<file path="src/spi_port_pkg.sv">
// Register map, field positions and state types of the serial port.
// How it works
// - First control word at 0x00, read-write, resets to 0x1C000000.
// - Second control word at 0x04, read-write, resets to zero.
// - Data port at 0x08 exchanges frames, resets to zero.
// - Status word at 0x0C is read-only, reads 0x00000003 after reset.
// - Mask at 0x14 read-write; raw 0x18 and masked 0x1C read-only.
// - Interrupt clear word at 0x20 is write-only and reads zero.
// - DMA request control at 0x24 is read-write, cleared on reset.
// - Receive frame count at 0x28 is read-write, zero after reset.
// - Transmit frame count at 0x30 is read-write, zero after reset.
// - Test control at 0x80 and test data at 0x8C, read-write, zero.
// - Frame length is frame bits field 4:0 plus one.
// - Standard format: bit 6 sets the idle serial clock level.
// - Standard format: bit 7 selects the clock phase.
// - Bit rate is clock over prescale divisor times one plus rate.
// - Format field 0 is four-wire standard, 2 is three-wire.
// - Role select 0 makes the port master, 1 makes it slave.
// - Writing 1 to a clear bit drops timeout, overrun, underrun.
package spi_port_pkg;

  localparam logic [7:0] OFF_CR0   = 8'h00;
  localparam logic [7:0] OFF_CR1   = 8'h04;
  localparam logic [7:0] OFF_DATA  = 8'h08;
  localparam logic [7:0] OFF_STAT  = 8'h0c;
  localparam logic [7:0] OFF_PRE   = 8'h10;
  localparam logic [7:0] OFF_MASK  = 8'h14;
  localparam logic [7:0] OFF_RAW   = 8'h18;
  localparam logic [7:0] OFF_MIS   = 8'h1c;
  localparam logic [7:0] OFF_ICR   = 8'h20;
  localparam logic [7:0] OFF_DMA   = 8'h24;
  localparam logic [7:0] OFF_RXCNT = 8'h28;
  localparam logic [7:0] OFF_DUMMY = 8'h2c;
  localparam logic [7:0] OFF_TXCNT = 8'h30;
  localparam logic [7:0] OFF_TCTL  = 8'h80;
  localparam logic [7:0] OFF_TVAL  = 8'h8c;

  localparam logic [31:0] RST_CR0  = 32'h1c000000;
  localparam logic [31:0] RST_STAT = 32'h00000003;
  localparam logic [31:0] RST_ZERO = 32'h00000000;

  localparam int FLD_CPOL    = 6;
  localparam int FLD_CPHA    = 7;
  localparam int FLD_RATE_LO = 8;
  localparam int FLD_FMT_LO  = 21;
  localparam int FLD_EN      = 1;
  localparam int FLD_ROLE    = 2;
  localparam int FLD_SOD     = 3;

  localparam int ST_TFE = 0;
  localparam int ST_TNF = 1;
  localparam int ST_RNE = 2;
  localparam int ST_BSY = 4;

  localparam int IRQ_OVR = 0;
  localparam int IRQ_TMO = 1;
  localparam int IRQ_UDR = 2;

  localparam logic [1:0] FMT_STD   = 2'h0;
  localparam logic [1:0] FMT_WIRE3 = 2'h2;

  // 32 bit periods of the serial clock, counted in half periods
  localparam logic [6:0] TMO_HALF = 7'h40;

  typedef enum logic [2:0] {
    S_IDLE = 3'b001,
    S_RUN  = 3'b010,
    S_SLV  = 3'b100
  } mode_t;

  typedef struct packed {
    logic [7:0] prescale;
    logic [7:0] rate;
  } div_cfg_t;

  typedef struct packed {
    logic [14:0] cnt;
    logic        tick;
  } div_st_t;

  typedef struct packed {
    logic [31:0] cr0;
    logic [31:0] cr1;
    logic [31:0] pre;
    logic [31:0] irq_mask;
    logic [2:0]  raw_irq_flags;
    logic [31:0] dma;
    logic [31:0] rxcnt;
    logic [31:0] dummy;
    logic [31:0] txcnt;
    logic [31:0] tctl;
    logic [31:0] tval;
    logic [31:0] txd;
    logic        tx_full;
    logic [31:0] rxd;
    logic        rx_full;
    logic [31:0] txs;
    logic [31:0] rxs;
    logic [6:0]  cnt;
    logic [6:0]  tocnt;
    mode_t       mode;
    logic        sck;
    logic        mosi;
    logic        cs_n;
    logic        miso;
    logic        miso_oe;
    logic        sck_prev;
    logic        cs_prev;
    logic        ack;
    logic [31:0] dat;
    logic        irq;
  } st_t;

  function automatic logic [5:0] frame_len(input logic [4:0] f);
    return {1'b0, f} + 6'h01;
  endfunction

  function automatic logic [31:0] len_mask(input logic [5:0] n);
    return 32'hffffffff >> (6'h20 - n);
  endfunction

  function automatic logic [31:0] merge_sel(input logic [31:0] old,
                                            input logic [31:0] wd,
                                            input logic [3:0]  sel);
    logic [31:0] r;
    r = old;
    for (int i = 0; i < 4; i++) begin
      if (sel[i]) begin
        r[8*i +: 8] = wd[8*i +: 8];
      end
    end
    return r;
  endfunction

endpackage

</file>
<file path="src/bit_rate_div.sv">
// Half-period tick generator for the serial clock.
`timescale 1ns/10ps
module bit_rate_div
  import spi_port_pkg::*;
(
  input  wire logic     i_clk,
  input  wire logic     i_rst_n,
  input  wire logic     i_run,
  input  wire logic     i_restart,
  input  wire div_cfg_t i_cfg,
  output logic          o_tick
);

  div_st_t     st;
  div_st_t     next_st;
  logic [6:0]  half;
  logic [14:0] load;

  always_comb begin
    next_st = st;
    next_st.tick = 1'b0;
    // Divisor zero would stall the clock, so it acts as two
    half = (i_cfg.prescale[7:1] == 7'h00) ? 7'h01 : i_cfg.prescale[7:1];
    load = 15'(half * ({1'b0, i_cfg.rate} + 9'h001) - 16'h0001);
    if (!i_run || i_restart) begin
      next_st.cnt = load;
    end else if (st.cnt == 15'h0000) begin
      next_st.tick = 1'b1;
      next_st.cnt = load;
    end else begin
      next_st.cnt = st.cnt - 15'h0001;
    end
  end

  always_ff @(posedge i_clk) begin
    if (!i_rst_n) begin
      st <= '0;
    end else begin
      st <= next_st;
    end
  end

  assign o_tick = st.tick;
endmodule

</file>
<file path="src/spi_port.sv">
// Top: Wishbone register file and serial shift engine of the port.
`timescale 1ns/10ps
module spi_port
  import spi_port_pkg::*;
(
  input  wire logic        I_CLK,
  input  wire logic        I_RST_N,
  input  wire logic        I_WB_CYC,
  input  wire logic        I_WB_STB,
  input  wire logic        I_WB_WE,
  input  wire logic [7:0]  I_WB_ADR,
  input  wire logic [3:0]  I_WB_SEL,
  input  wire logic [31:0] I_WB_DAT,
  output logic [31:0]      O_WB_DAT,
  output logic             O_WB_ACK,
  input  wire logic        I_MISO,
  input  wire logic        I_SCK,
  input  wire logic        I_CS_N,
  input  wire logic        I_MOSI,
  output logic             O_SCK,
  output logic             O_CS_N,
  output logic             O_MOSI,
  output logic             O_MISO,
  output logic             O_MISO_OE,
  output logic             O_IRQ
);

  st_t         st;
  st_t         next_st;
  div_cfg_t    cfg;
  logic        tick;
  logic        restart;
  logic        acc;
  logic        wr;
  logic        rd;
  logic        hit;
  logic        en;
  logic        slave;
  logic [1:0]  fmt;
  logic        cpol;
  logic        cpha;
  logic [5:0]  n;
  logic        ev;
  logic        lead;
  logic        smp;
  logic        bit_out;
  logic        done;
  logic        set_ovr;
  logic        set_tmo;
  logic        set_udr;
  logic [31:0] status;
  logic [31:0] wd;
  logic [31:0] clr;
  logic [31:0] shifted;

  ////////////////////////////////////////////////////////////////////
  // Bit-rate divider

  // One driver for the whole divider setting
  assign cfg = {st.pre[7:0], st.cr0[FLD_RATE_LO +: 8]};

  bit_rate_div u_div (
    .i_clk     (I_CLK),
    .i_rst_n   (I_RST_N),
    .i_run     (en),
    .i_restart (restart),
    .i_cfg     (cfg),
    .o_tick    (tick)
  );

  ////////////////////////////////////////////////////////////////////
  // Next-state logic

  always_comb begin
    next_st = st;
    next_st.ack = 1'b0;
    restart = 1'b0;
    ev = 1'b0;
    lead = 1'b0;
    done = 1'b0;
    hit = 1'b0;
    set_ovr = 1'b0;
    set_tmo = 1'b0;
    set_udr = 1'b0;
    acc = I_WB_CYC & I_WB_STB & ~st.ack;
    wr = acc & I_WB_WE;
    rd = acc & ~I_WB_WE;
    en = st.cr1[FLD_EN];
    slave = st.cr1[FLD_ROLE];
    fmt = st.cr0[FLD_FMT_LO +: 2];
    // Polarity and phase apply to the standard format only
    cpol = (fmt == FMT_STD) & st.cr0[FLD_CPOL];
    cpha = (fmt == FMT_STD) & st.cr0[FLD_CPHA];
    n = frame_len(st.cr0[4:0]);
    shifted = st.txd << (6'h20 - n);
    wd = merge_sel(st.txd, I_WB_DAT, I_WB_SEL);
    clr = merge_sel(RST_ZERO, I_WB_DAT, I_WB_SEL);
    status = RST_ZERO;
    status[ST_TFE] = ~st.tx_full;
    status[ST_TNF] = ~st.tx_full;
    status[ST_RNE] = st.rx_full;
    status[ST_BSY] = st.mode != S_IDLE;
    next_st.sck_prev = I_SCK;
    next_st.cs_prev = I_CS_N;

    // Shift engine; runs before the bus so a new write is not lost
    case (st.mode)
      S_IDLE: begin
        next_st.sck = cpol;
        next_st.cs_n = 1'b1;
        if (en && !slave && st.tx_full) begin
          restart = 1'b1;
          next_st.mode = S_RUN;
          next_st.cs_n = 1'b0;
          next_st.cnt = 7'h00;
          next_st.txs = shifted;
          next_st.tx_full = 1'b0;
          next_st.mosi = cpha ? 1'b0 : shifted[31];
        end else if (en && slave && st.cs_prev && !I_CS_N) begin
          next_st.mode = S_SLV;
          next_st.cnt = 7'h00;
          if (st.tx_full) begin
            next_st.txs = shifted;
            next_st.tx_full = 1'b0;
          end else begin
            // Nothing queued: the frame goes out as zeros
            next_st.txs = RST_ZERO;
            set_udr = 1'b1;
          end
          next_st.miso = cpha ? 1'b0 : next_st.txs[31];
        end
      end
      S_RUN: begin
        if (!en) begin
          next_st.mode = S_IDLE;
          next_st.cs_n = 1'b1;
          next_st.sck = cpol;
        end else if (tick) begin
          ev = 1'b1;
          lead = ~st.cnt[0];
          next_st.sck = ~st.sck;
          next_st.cnt = st.cnt + 7'h01;
          if (st.cnt == 7'({1'b0, n, 1'b0} - 8'h01)) begin
            done = 1'b1;
            next_st.mode = S_IDLE;
            next_st.cs_n = 1'b1;
            next_st.sck = cpol;
          end
        end
      end
      S_SLV: begin
        if (!en || I_CS_N) begin
          next_st.mode = S_IDLE;
        end else if (I_SCK != st.sck_prev) begin
          ev = 1'b1;
          lead = I_SCK != cpol;
        end
      end
      default: begin
        next_st.mode = S_IDLE;
      end
    endcase

    smp = lead ^ cpha;
    bit_out = cpha ? st.txs[31] : st.txs[30];
    if (ev && smp) begin
      next_st.rxs = {st.rxs[30:0], slave ? I_MOSI : I_MISO};
      if (st.mode == S_SLV) begin
        next_st.cnt = st.cnt + 7'h01;
        if (st.cnt == 7'({1'b0, n} - 7'h01)) begin
          done = 1'b1;
          next_st.mode = S_IDLE;
        end
      end
    end
    if (ev && !smp) begin
      next_st.txs = {st.txs[30:0], 1'b0};
      if (slave) begin
        next_st.miso = bit_out;
      end else begin
        next_st.mosi = bit_out;
      end
    end

    // Register writes
    if (wr) begin
      case (I_WB_ADR)
        OFF_CR0:   next_st.cr0   = merge_sel(st.cr0, I_WB_DAT, I_WB_SEL);
        OFF_CR1:   next_st.cr1   = merge_sel(st.cr1, I_WB_DAT, I_WB_SEL);
        OFF_DATA: begin
          next_st.txd = wd;
          next_st.tx_full = 1'b1;
        end
        OFF_PRE:   next_st.pre   = merge_sel(st.pre, I_WB_DAT, I_WB_SEL);
        OFF_MASK:  next_st.irq_mask  = merge_sel(st.irq_mask, I_WB_DAT, I_WB_SEL);
        OFF_ICR:   next_st.raw_irq_flags   = st.raw_irq_flags & ~clr[2:0];
        OFF_DMA:   next_st.dma   = merge_sel(st.dma, I_WB_DAT, I_WB_SEL);
        OFF_RXCNT: next_st.rxcnt = merge_sel(st.rxcnt, I_WB_DAT, I_WB_SEL);
        OFF_DUMMY: next_st.dummy = merge_sel(st.dummy, I_WB_DAT, I_WB_SEL);
        OFF_TXCNT: next_st.txcnt = merge_sel(st.txcnt, I_WB_DAT, I_WB_SEL);
        OFF_TCTL:  next_st.tctl  = merge_sel(st.tctl, I_WB_DAT, I_WB_SEL);
        OFF_TVAL:  next_st.tval  = merge_sel(st.tval, I_WB_DAT, I_WB_SEL);
        default: begin
        end
      endcase
    end

    // Register reads; status, raw and masked words ignore writes
    if (acc) begin
      next_st.ack = 1'b1;
      next_st.dat = RST_ZERO;
    end
    if (rd) begin
      hit = 1'b1;
      case (I_WB_ADR)
        OFF_CR0:   next_st.dat = st.cr0;
        OFF_CR1:   next_st.dat = st.cr1;
        OFF_DATA: begin
          next_st.dat = st.rxd;
          next_st.rx_full = 1'b0;
        end
        OFF_STAT:  next_st.dat = status;
        OFF_PRE:   next_st.dat = st.pre;
        OFF_MASK:  next_st.dat = st.irq_mask;
        OFF_RAW:   next_st.dat = {29'h0, st.raw_irq_flags};
        OFF_MIS:   next_st.dat = {29'h0, st.raw_irq_flags & st.irq_mask[2:0]};
        OFF_DMA:   next_st.dat = st.dma;
        OFF_RXCNT: next_st.dat = st.rxcnt;
        OFF_DUMMY: next_st.dat = st.dummy;
        OFF_TXCNT: next_st.dat = st.txcnt;
        OFF_TCTL:  next_st.dat = st.tctl;
        OFF_TVAL:  next_st.dat = st.tval;
        default:   hit = 1'b0;
      endcase
    end

    // Frame capture after the read, so a new frame beats the clear
    if (done) begin
      if (next_st.rx_full) begin
        set_ovr = 1'b1; // Held word kept, new one dropped
      end else begin
        next_st.rxd = next_st.rxs & len_mask(n);
        next_st.rx_full = 1'b1;
      end
    end

    // Unread word and silence for 32 bit periods
    if (!next_st.rx_full || done) begin
      next_st.tocnt = 7'h00;
    end else if (tick && st.tocnt != TMO_HALF) begin
      next_st.tocnt = st.tocnt + 7'h01;
      set_tmo = (st.tocnt + 7'h01) == TMO_HALF;
    end

    // Sets applied last so they win over a same-cycle clear
    if (set_ovr) begin
      next_st.raw_irq_flags[IRQ_OVR] = 1'b1;
    end
    if (set_tmo) begin
      next_st.raw_irq_flags[IRQ_TMO] = 1'b1;
    end
    if (set_udr) begin
      next_st.raw_irq_flags[IRQ_UDR] = 1'b1;
    end
    next_st.irq = |(next_st.raw_irq_flags & next_st.irq_mask[2:0]);
    next_st.miso_oe = (next_st.mode == S_SLV) & ~st.cr1[FLD_SOD];
  end

  ////////////////////////////////////////////////////////////////////
  // State register

  always_ff @(posedge I_CLK) begin
    if (!I_RST_N) begin
      st <= '0;
      st.cr0 <= RST_CR0;
      st.mode <= S_IDLE;
      st.cs_n <= 1'b1;
      st.cs_prev <= 1'b1;
    end else begin
      st <= next_st;
    end
  end

  assign O_WB_DAT  = st.dat;
  assign O_WB_ACK  = st.ack;
  assign O_SCK     = st.sck;
  assign O_CS_N    = st.cs_n;
  assign O_MOSI    = st.mosi;
  assign O_MISO    = st.miso;
  assign O_MISO_OE = st.miso_oe;
  assign O_IRQ     = st.irq;
endmodule

</file>
<file path="config.mk">
export PLATFORM = sky130hd
export DESIGN_NAME = spi_port
export DESIGN_NICKNAME = d
export VERILOG_FILES = /design/src/spi_port_pkg.sv /design/src/bit_rate_div.sv /design/src/spi_port.sv
export SDC_FILE = /design/constraint.sdc
export NUM_CORES = 2
export LEC_CHECK = 0
export BUFFER_PORTS_ARGS = -buffer_cell sky130_fd_sc_hd__buf_2
export CAP_MARGIN = 15
export CORE_AREA = 2 2 262 264
export CTS_CLUSTER_SIZE = 20
export DETAILED_ROUTE_END_ITERATION = 7
export DIE_AREA = 0 0 264 266
export GPL_TIMING_DRIVEN = 0
export MAX_ROUTING_LAYER = met4
export SLEW_MARGIN = 20
export SYNTH_ARGS = -nofsm -noshare
export SYNTH_HDL_FRONTEND = slang
export SYNTH_HIERARCHICAL = 1
export SYNTH_SLANG_ARGS = --single-unit
</file>
<file path="constraint.sdc">
create_clock -name I_CLK -period 8.6 [get_ports I_CLK]
set_clock_uncertainty 0.05 [all_clocks]
set_input_delay 0.86 -clock I_CLK [delete_from_list [all_inputs] [get_ports I_CLK]]
set_output_delay 0.86 -clock I_CLK [all_outputs]
set_load 0.02 [all_outputs]
</file>
# Word level (Yosys, flattened, before mapping)

Index checks and enable logic that the tools add are counted.

Register bits after elaboration: 527
Input port bits: 53
Logic and storage cells: 327

Add/sub/neg operators: 9
$mul: 1
Eq/ne operators: 27
Shifts and indexed selects: 2
Muxes and demuxes: 123
Bitwise gates (word level): 21
Reduce and logical (&&, ||, !) cells: 77

Operators with widths:

| kind                    | number |
|---|---|
| $pmux W32 S14           | 1 |
| $mux W32                | 12 |
| $mux W231               | 1 |
| $mux W8                 | 28 |
| $reduce_and A3 Y1       | 45 |
| $mux W33                | 2 |
| $mux W1                 | 50 |
| $mux W7                 | 6 |
| $eq A8 B6 Y1 const B    | 5 |
| $mux W39                | 1 |
| $and A32 B32 Y32        | 1 |
| $eq A8 B5 Y1 const B    | 4 |
| $shl A32 B6 Y32         | 1 |
| $shr A32 B6 Y32 const A | 1 |
| $mux W15                | 2 |
| $mux W3                 | 10 |
| $sub A15 B1 Y15 const B | 2 |
| $eq A8 B4 Y1 const B    | 2 |
| $eq A8 B8 Y1 const B    | 2 |
| $mul A7 B16 Y15         | 1 |
| $logic_not A15 Y1       | 1 |
| $add A7 B1 Y7 const B   | 2 |
| $eq A7 B7 Y1            | 2 |
| $pmux W7 S2             | 1 |
| 35 further kinds        | 77 |

# Logic depth before layout (Yosys ltp)

Word-level depth: 17
Gate-level depth with buffers: 18

# Modules after synthesis

Netlist, hierarchy kept.

Modules (own cells, without submodules):

| module       | instances | cells an instance | area an instance (sq um) | seq. area each (sq um) |
|---|---|---|---|---|
| spi_port     | 1         | 2938              | 23635.2                  | 10229.8 |
| bit_rate_div | 1         | 368               | 3136.8                   | 320.3 |

# Worst setup path before layout

No wires, ideal clock.

Kind: flip-flop to flip-flop
Start point: register st (netlist bit cfg[0])
End point: register u_div/st[14] in the netlist's numbering
Arrival: 4.645 ns
Data required time: 8.434 ns
Path slack: 3.789 ns
Stages on the path, launching flop included: 19
Buffers on the path: 0
Clock period less this slack: 4.811 ns
Path through: dfxtp_1 -> ha_1 -> nand2_1 -> nor2_1 -> xnor2_1 -> nor2b_1 -> fa_1 -> fa_1 -> fa_1 -> inv_1 -> fa_1 -> inv_1 -> ha_1 -> a21o_1 -> a21o_1 -> a21oi_1 -> o21ai_0 -> xor2_1 -> o211a_1

Cells in the longest elaborated chain, start to end: 5

Ends and longest elaborated chain:

| what                   | RTL line           | text |
|---|---|---|
| start, declared        | spi_port.sv:28     | `st_t st;` |
| start signal, assigned | spi_port.sv:280    | `st <= next_st;` |
| $add A8 B1 Y9 (*)      | bit_rate_div.sv:24 | `load = 15'(half * ({1'b0, i_cfg.rate} + 9'h001) - 16'h0001);` |
| $mul A7 B16 Y15 (*)    | bit_rate_div.sv:24 |  |
| $sub A15 B1 Y15 (*)    | bit_rate_div.sv:24 |  |
| $mux W15               | bit_rate_div.sv:27 | `end else if (st.cnt == 15'h0000) begin` |
| $mux W15 (*)           | bit_rate_div.sv:25 | `if (!i_run \|\| i_restart) begin` |
| end signal, assigned   | bit_rate_div.sv:39 | `st <= next_st;` |
| end, declared          | bit_rate_div.sv:14 | `div_st_t st;` |

Every way passes the cells marked *; elsewhere a longest branch is shown, timed or not.
A chain may end at the register's enable or synchronous reset.

# Final worst setup path

Start point: register st (netlist bit cfg[0])
End point: register u_div/st[15] in the netlist's numbering

The elaborated chain is that of the path after synthesis.

==> impl_results.md <==
* Outcome: finished, violations left
* Failing checks: DRC
* Post-cts sizing count at 0
* Vias in the first global route at 23527
* Initial antenna violation count at 5
* Syn-to-layout area delta at 12.8%
* Final Cycle Share at 0.626
* WL/cell at 23.8 um
* Die height at 266 um
* Post-synthesis async set-or-reset flop share at 0
* Core area at 0.0677 mm^2
* Crit-path leading delay family: adder cells
* Sw Share at 0.243
* Clock group share of total power at 0.487
* Synth top area share at 0.394
* HP Class: in2reg
* Number of flops mapped to enable cells by yosys at 0
* Starting DRT DRC Count at 3764
* Worst hold margin at 0.394 ns
* WP data arrival at 5.84 ns
* Placed inst area at 0.0283 mm^2
* Crit-path cells: ha_1 -> nand3_1 -> xnor2_1 -> and2_1 -> fa_1 -> fa_1 -> fa_1 -> inv_1 -> fa_1 -> inv_1 -> ha_1 -> or4_1 -> o21ai_2 -> o21bai_1 -> xor2_1 -> o21ai_1
* Leading cell types in the layout, fill and taps excluded: 892 x nand2_1, 527 x dfxtp_1, 446 x a21oi_1
* Setup total negative slack at 0 ns
* Sequential share of power at 0.478
* Syn. warnings at 6
* Hold Fails Final Rpt at 0
* Internal power at 0.00387 W
* Top FF cell, synth: dfxtp_1
* Initial Utilization at 0.395
* Fin area at 0.0302 mm^2
* Commonest non-fill, non-tap cell in the layout: nand2_1
* Grt ovf at 0
* Num ports at 92
* Largest net degree at the start of global routing at 17
* Fmax at 0.186 GHz
* Port Buffers at 91
* Rows at 96
* Clk_lat worst skew at 0.66 ns
* Static Leak at 10.4 nW
* Cell Pwr Density at 169 mW/mm^2
* Post-synthesis sequential area ratio at 0.394
* Proportion of layout cells with a drive suffix above 1 at 0.108
* Critical path's largest stage delay at 0.61 ns
* Die area at 0.0702 mm^2
* Yosys cell types at 104
* #FFs+latches synth at 527
* RSZ-0062 raised after global routing: false
* Max-cap violations at 0
* CP max stage cell: dfxtp_1
* Post-DRT Antenna Nets at 0
* Die width at 264 um
* GR Util All Layers at 0.298
* Slew @ Worst Pin at 1.21 ns
* Via/cell ratio at 5.85
* Layout fillers at 6953
* Clock root cell: clkbuf_16
* Detailed Route WL at 104 mm
* DRC at 7
* Setup crit start kind: flop
* Hold_buf cts at 0
* Dpl hpwl at 76.5 mm
* CTS max path bufs at 3
* Psw at 0.00124 W
* Peak VDD IR at 206 uV
* CTS Sinks at 527
* Post-synthesis cell count at 3306
* Syn avg cell area at 8.10 um^2
* Clock-pin transition on the worst setup and hold timing paths at 0.06 ns
* CTS tree: done
* GP Congestion at 1.05
* Crit-path max FO at 12
* Nets@finish at 3594
* Area leader, netlist: dfxtp_1
* Worst rel slew slack at 0.192
* CP required at 9.05 ns
* Most frequent CP cell: fa_1
* H-tree levels at 2
* Top cells by area, synth: dfxtp_1 39%, nand2_1 13%, a21oi_1 8.3%
* Comb pwr share at 0.035
* Minimum clock period at 5.38 ns
* Core Util, Final at 0.446
* CP Capture Type: flop
* Type of the worst setup path: reg2reg
* CP Buf/Inv Count at 2
* Post-CTS Setup Bufs at 0
* Slew Limit Fails at 0
* Num CTS Buffers at 57
* Via count at 25663
* Wire length of the first global-routing pass at 153 mm
* Mapped Nets at 3444
* Final setup fails at 0
* DR pass1 iterations at 8
* Synth Cell Area at 0.0268 mm^2
## per-layer routing
layer,GRT usage,routed length [um]
met5,-,0
met4,0.154,5790
met3,0.0468,9730
met2,0.445,45300
met1,0.392,43600
## metrics by stage
stage | cells | power, W | setup WS [ns]
floorplan | 3306 | 0.00257 | 3.79
global placement | 4279 | 0.00267 | 3.26
detailed placement | 4279 | 0.00267 | 3.17
CTS | 4380 | 0.00511 | 3.17
global route | 4384 | 0.00522 | 2.93
finish | 4387 | 0.00511 | 3.22
## logic make-up after synthesis
| kind of cell | Yosys count | synth area share |
|---|---|---|
| AOI/OAI and AO/OA | 766 | 0.180 |
| buffers and inverters | 337 | 0.0591 |
| and+or+nand+nor | 1411 | 0.232 |
| adders and majority gates | 85 | 0.0507 |
| DFF | 527 | 0.394 |
| xor gates and xnor gates | 57 | 0.0209 |
| muxes | 123 | 0.0630 |
## cell usage after synthesis, drive strengths merged (7+ instances only)
library cell,number
a31oi,28
a211oi,11
a211o,8
nor3b,7
a22oi,37
clkbuf,149
nor4,15
xor2,22
a21boi,8
o211ai,18
o211a,7
nor3,39
nand3,62
nand2b,17
nand4,21
and3,39
a222oi,85
mux4,32
nor2,190
mux2i,77
or3,15
dfxtp,527
or4b,7
nand2,893
o21ai,47
inv,88
or2,11
xnor2,33
a21o,7
buf,99
ha,46
o22ai,8
and2,39
nor2b,31
mux2,14
a21oi,446
fa,39
## layout make-up
| cell class | count | area, um^2 | area share |
|---|---|---|---|
| antenna | 7 | 17.5 | 0.000580 |
| tap | 882 | 1100 | 0.0365 |
| buffer | 248 | 1250 | 0.0414 |
| sequential | 527 | 10600 | 0.349 |
| clock buffer | 79 | 1610 | 0.0533 |
| multi-input combinational | 2442 | 14600 | 0.485 |
| inverter | 89 | 334 | 0.0111 |
| timing repair buffer | 91 | 455 | 0.0151 |
| clock inverter | 22 | 239 | 0.00791 |
## power groups by stage
stage                logic, W  registers [W]  clock network (W)
CTS                  0.000172        0.00244            0.00250
floorplan           0.0000741        0.00250                  0
global placement     0.000173        0.00250                  0
finish               0.000179        0.00244            0.00249
detailed placement   0.000171        0.00250                  0
global route         0.000181        0.00244            0.00259
## path summary, 6_finish.rpt
kind / start / end / slack [ns] / depth (start not counted)
worst max-delay path: cfg[0] / u_div/st[15] / 3.22 / 16
worst min-delay path: I_WB_DAT[16] / st[204] / 0.39 / 3
worst max register to register: cfg[0] / u_div/st[15] / 3.22 / 16
worst min register to register: st[305] / st[305] / 0.40 / 2
## flip-flops by register name (all words and copies together), names as in the netlist, 2 cells and up
name      cells
cfg          16
u_div/st     15
fmt           2
st          452
O_WB_DAT     32
## tightest hold or removal path, cell delays in order
cell and delay [ns]:
buf_2 0.10, nand2_1 0.05, a21oi_1 0.05
Power figures use the tool's default switching activity.
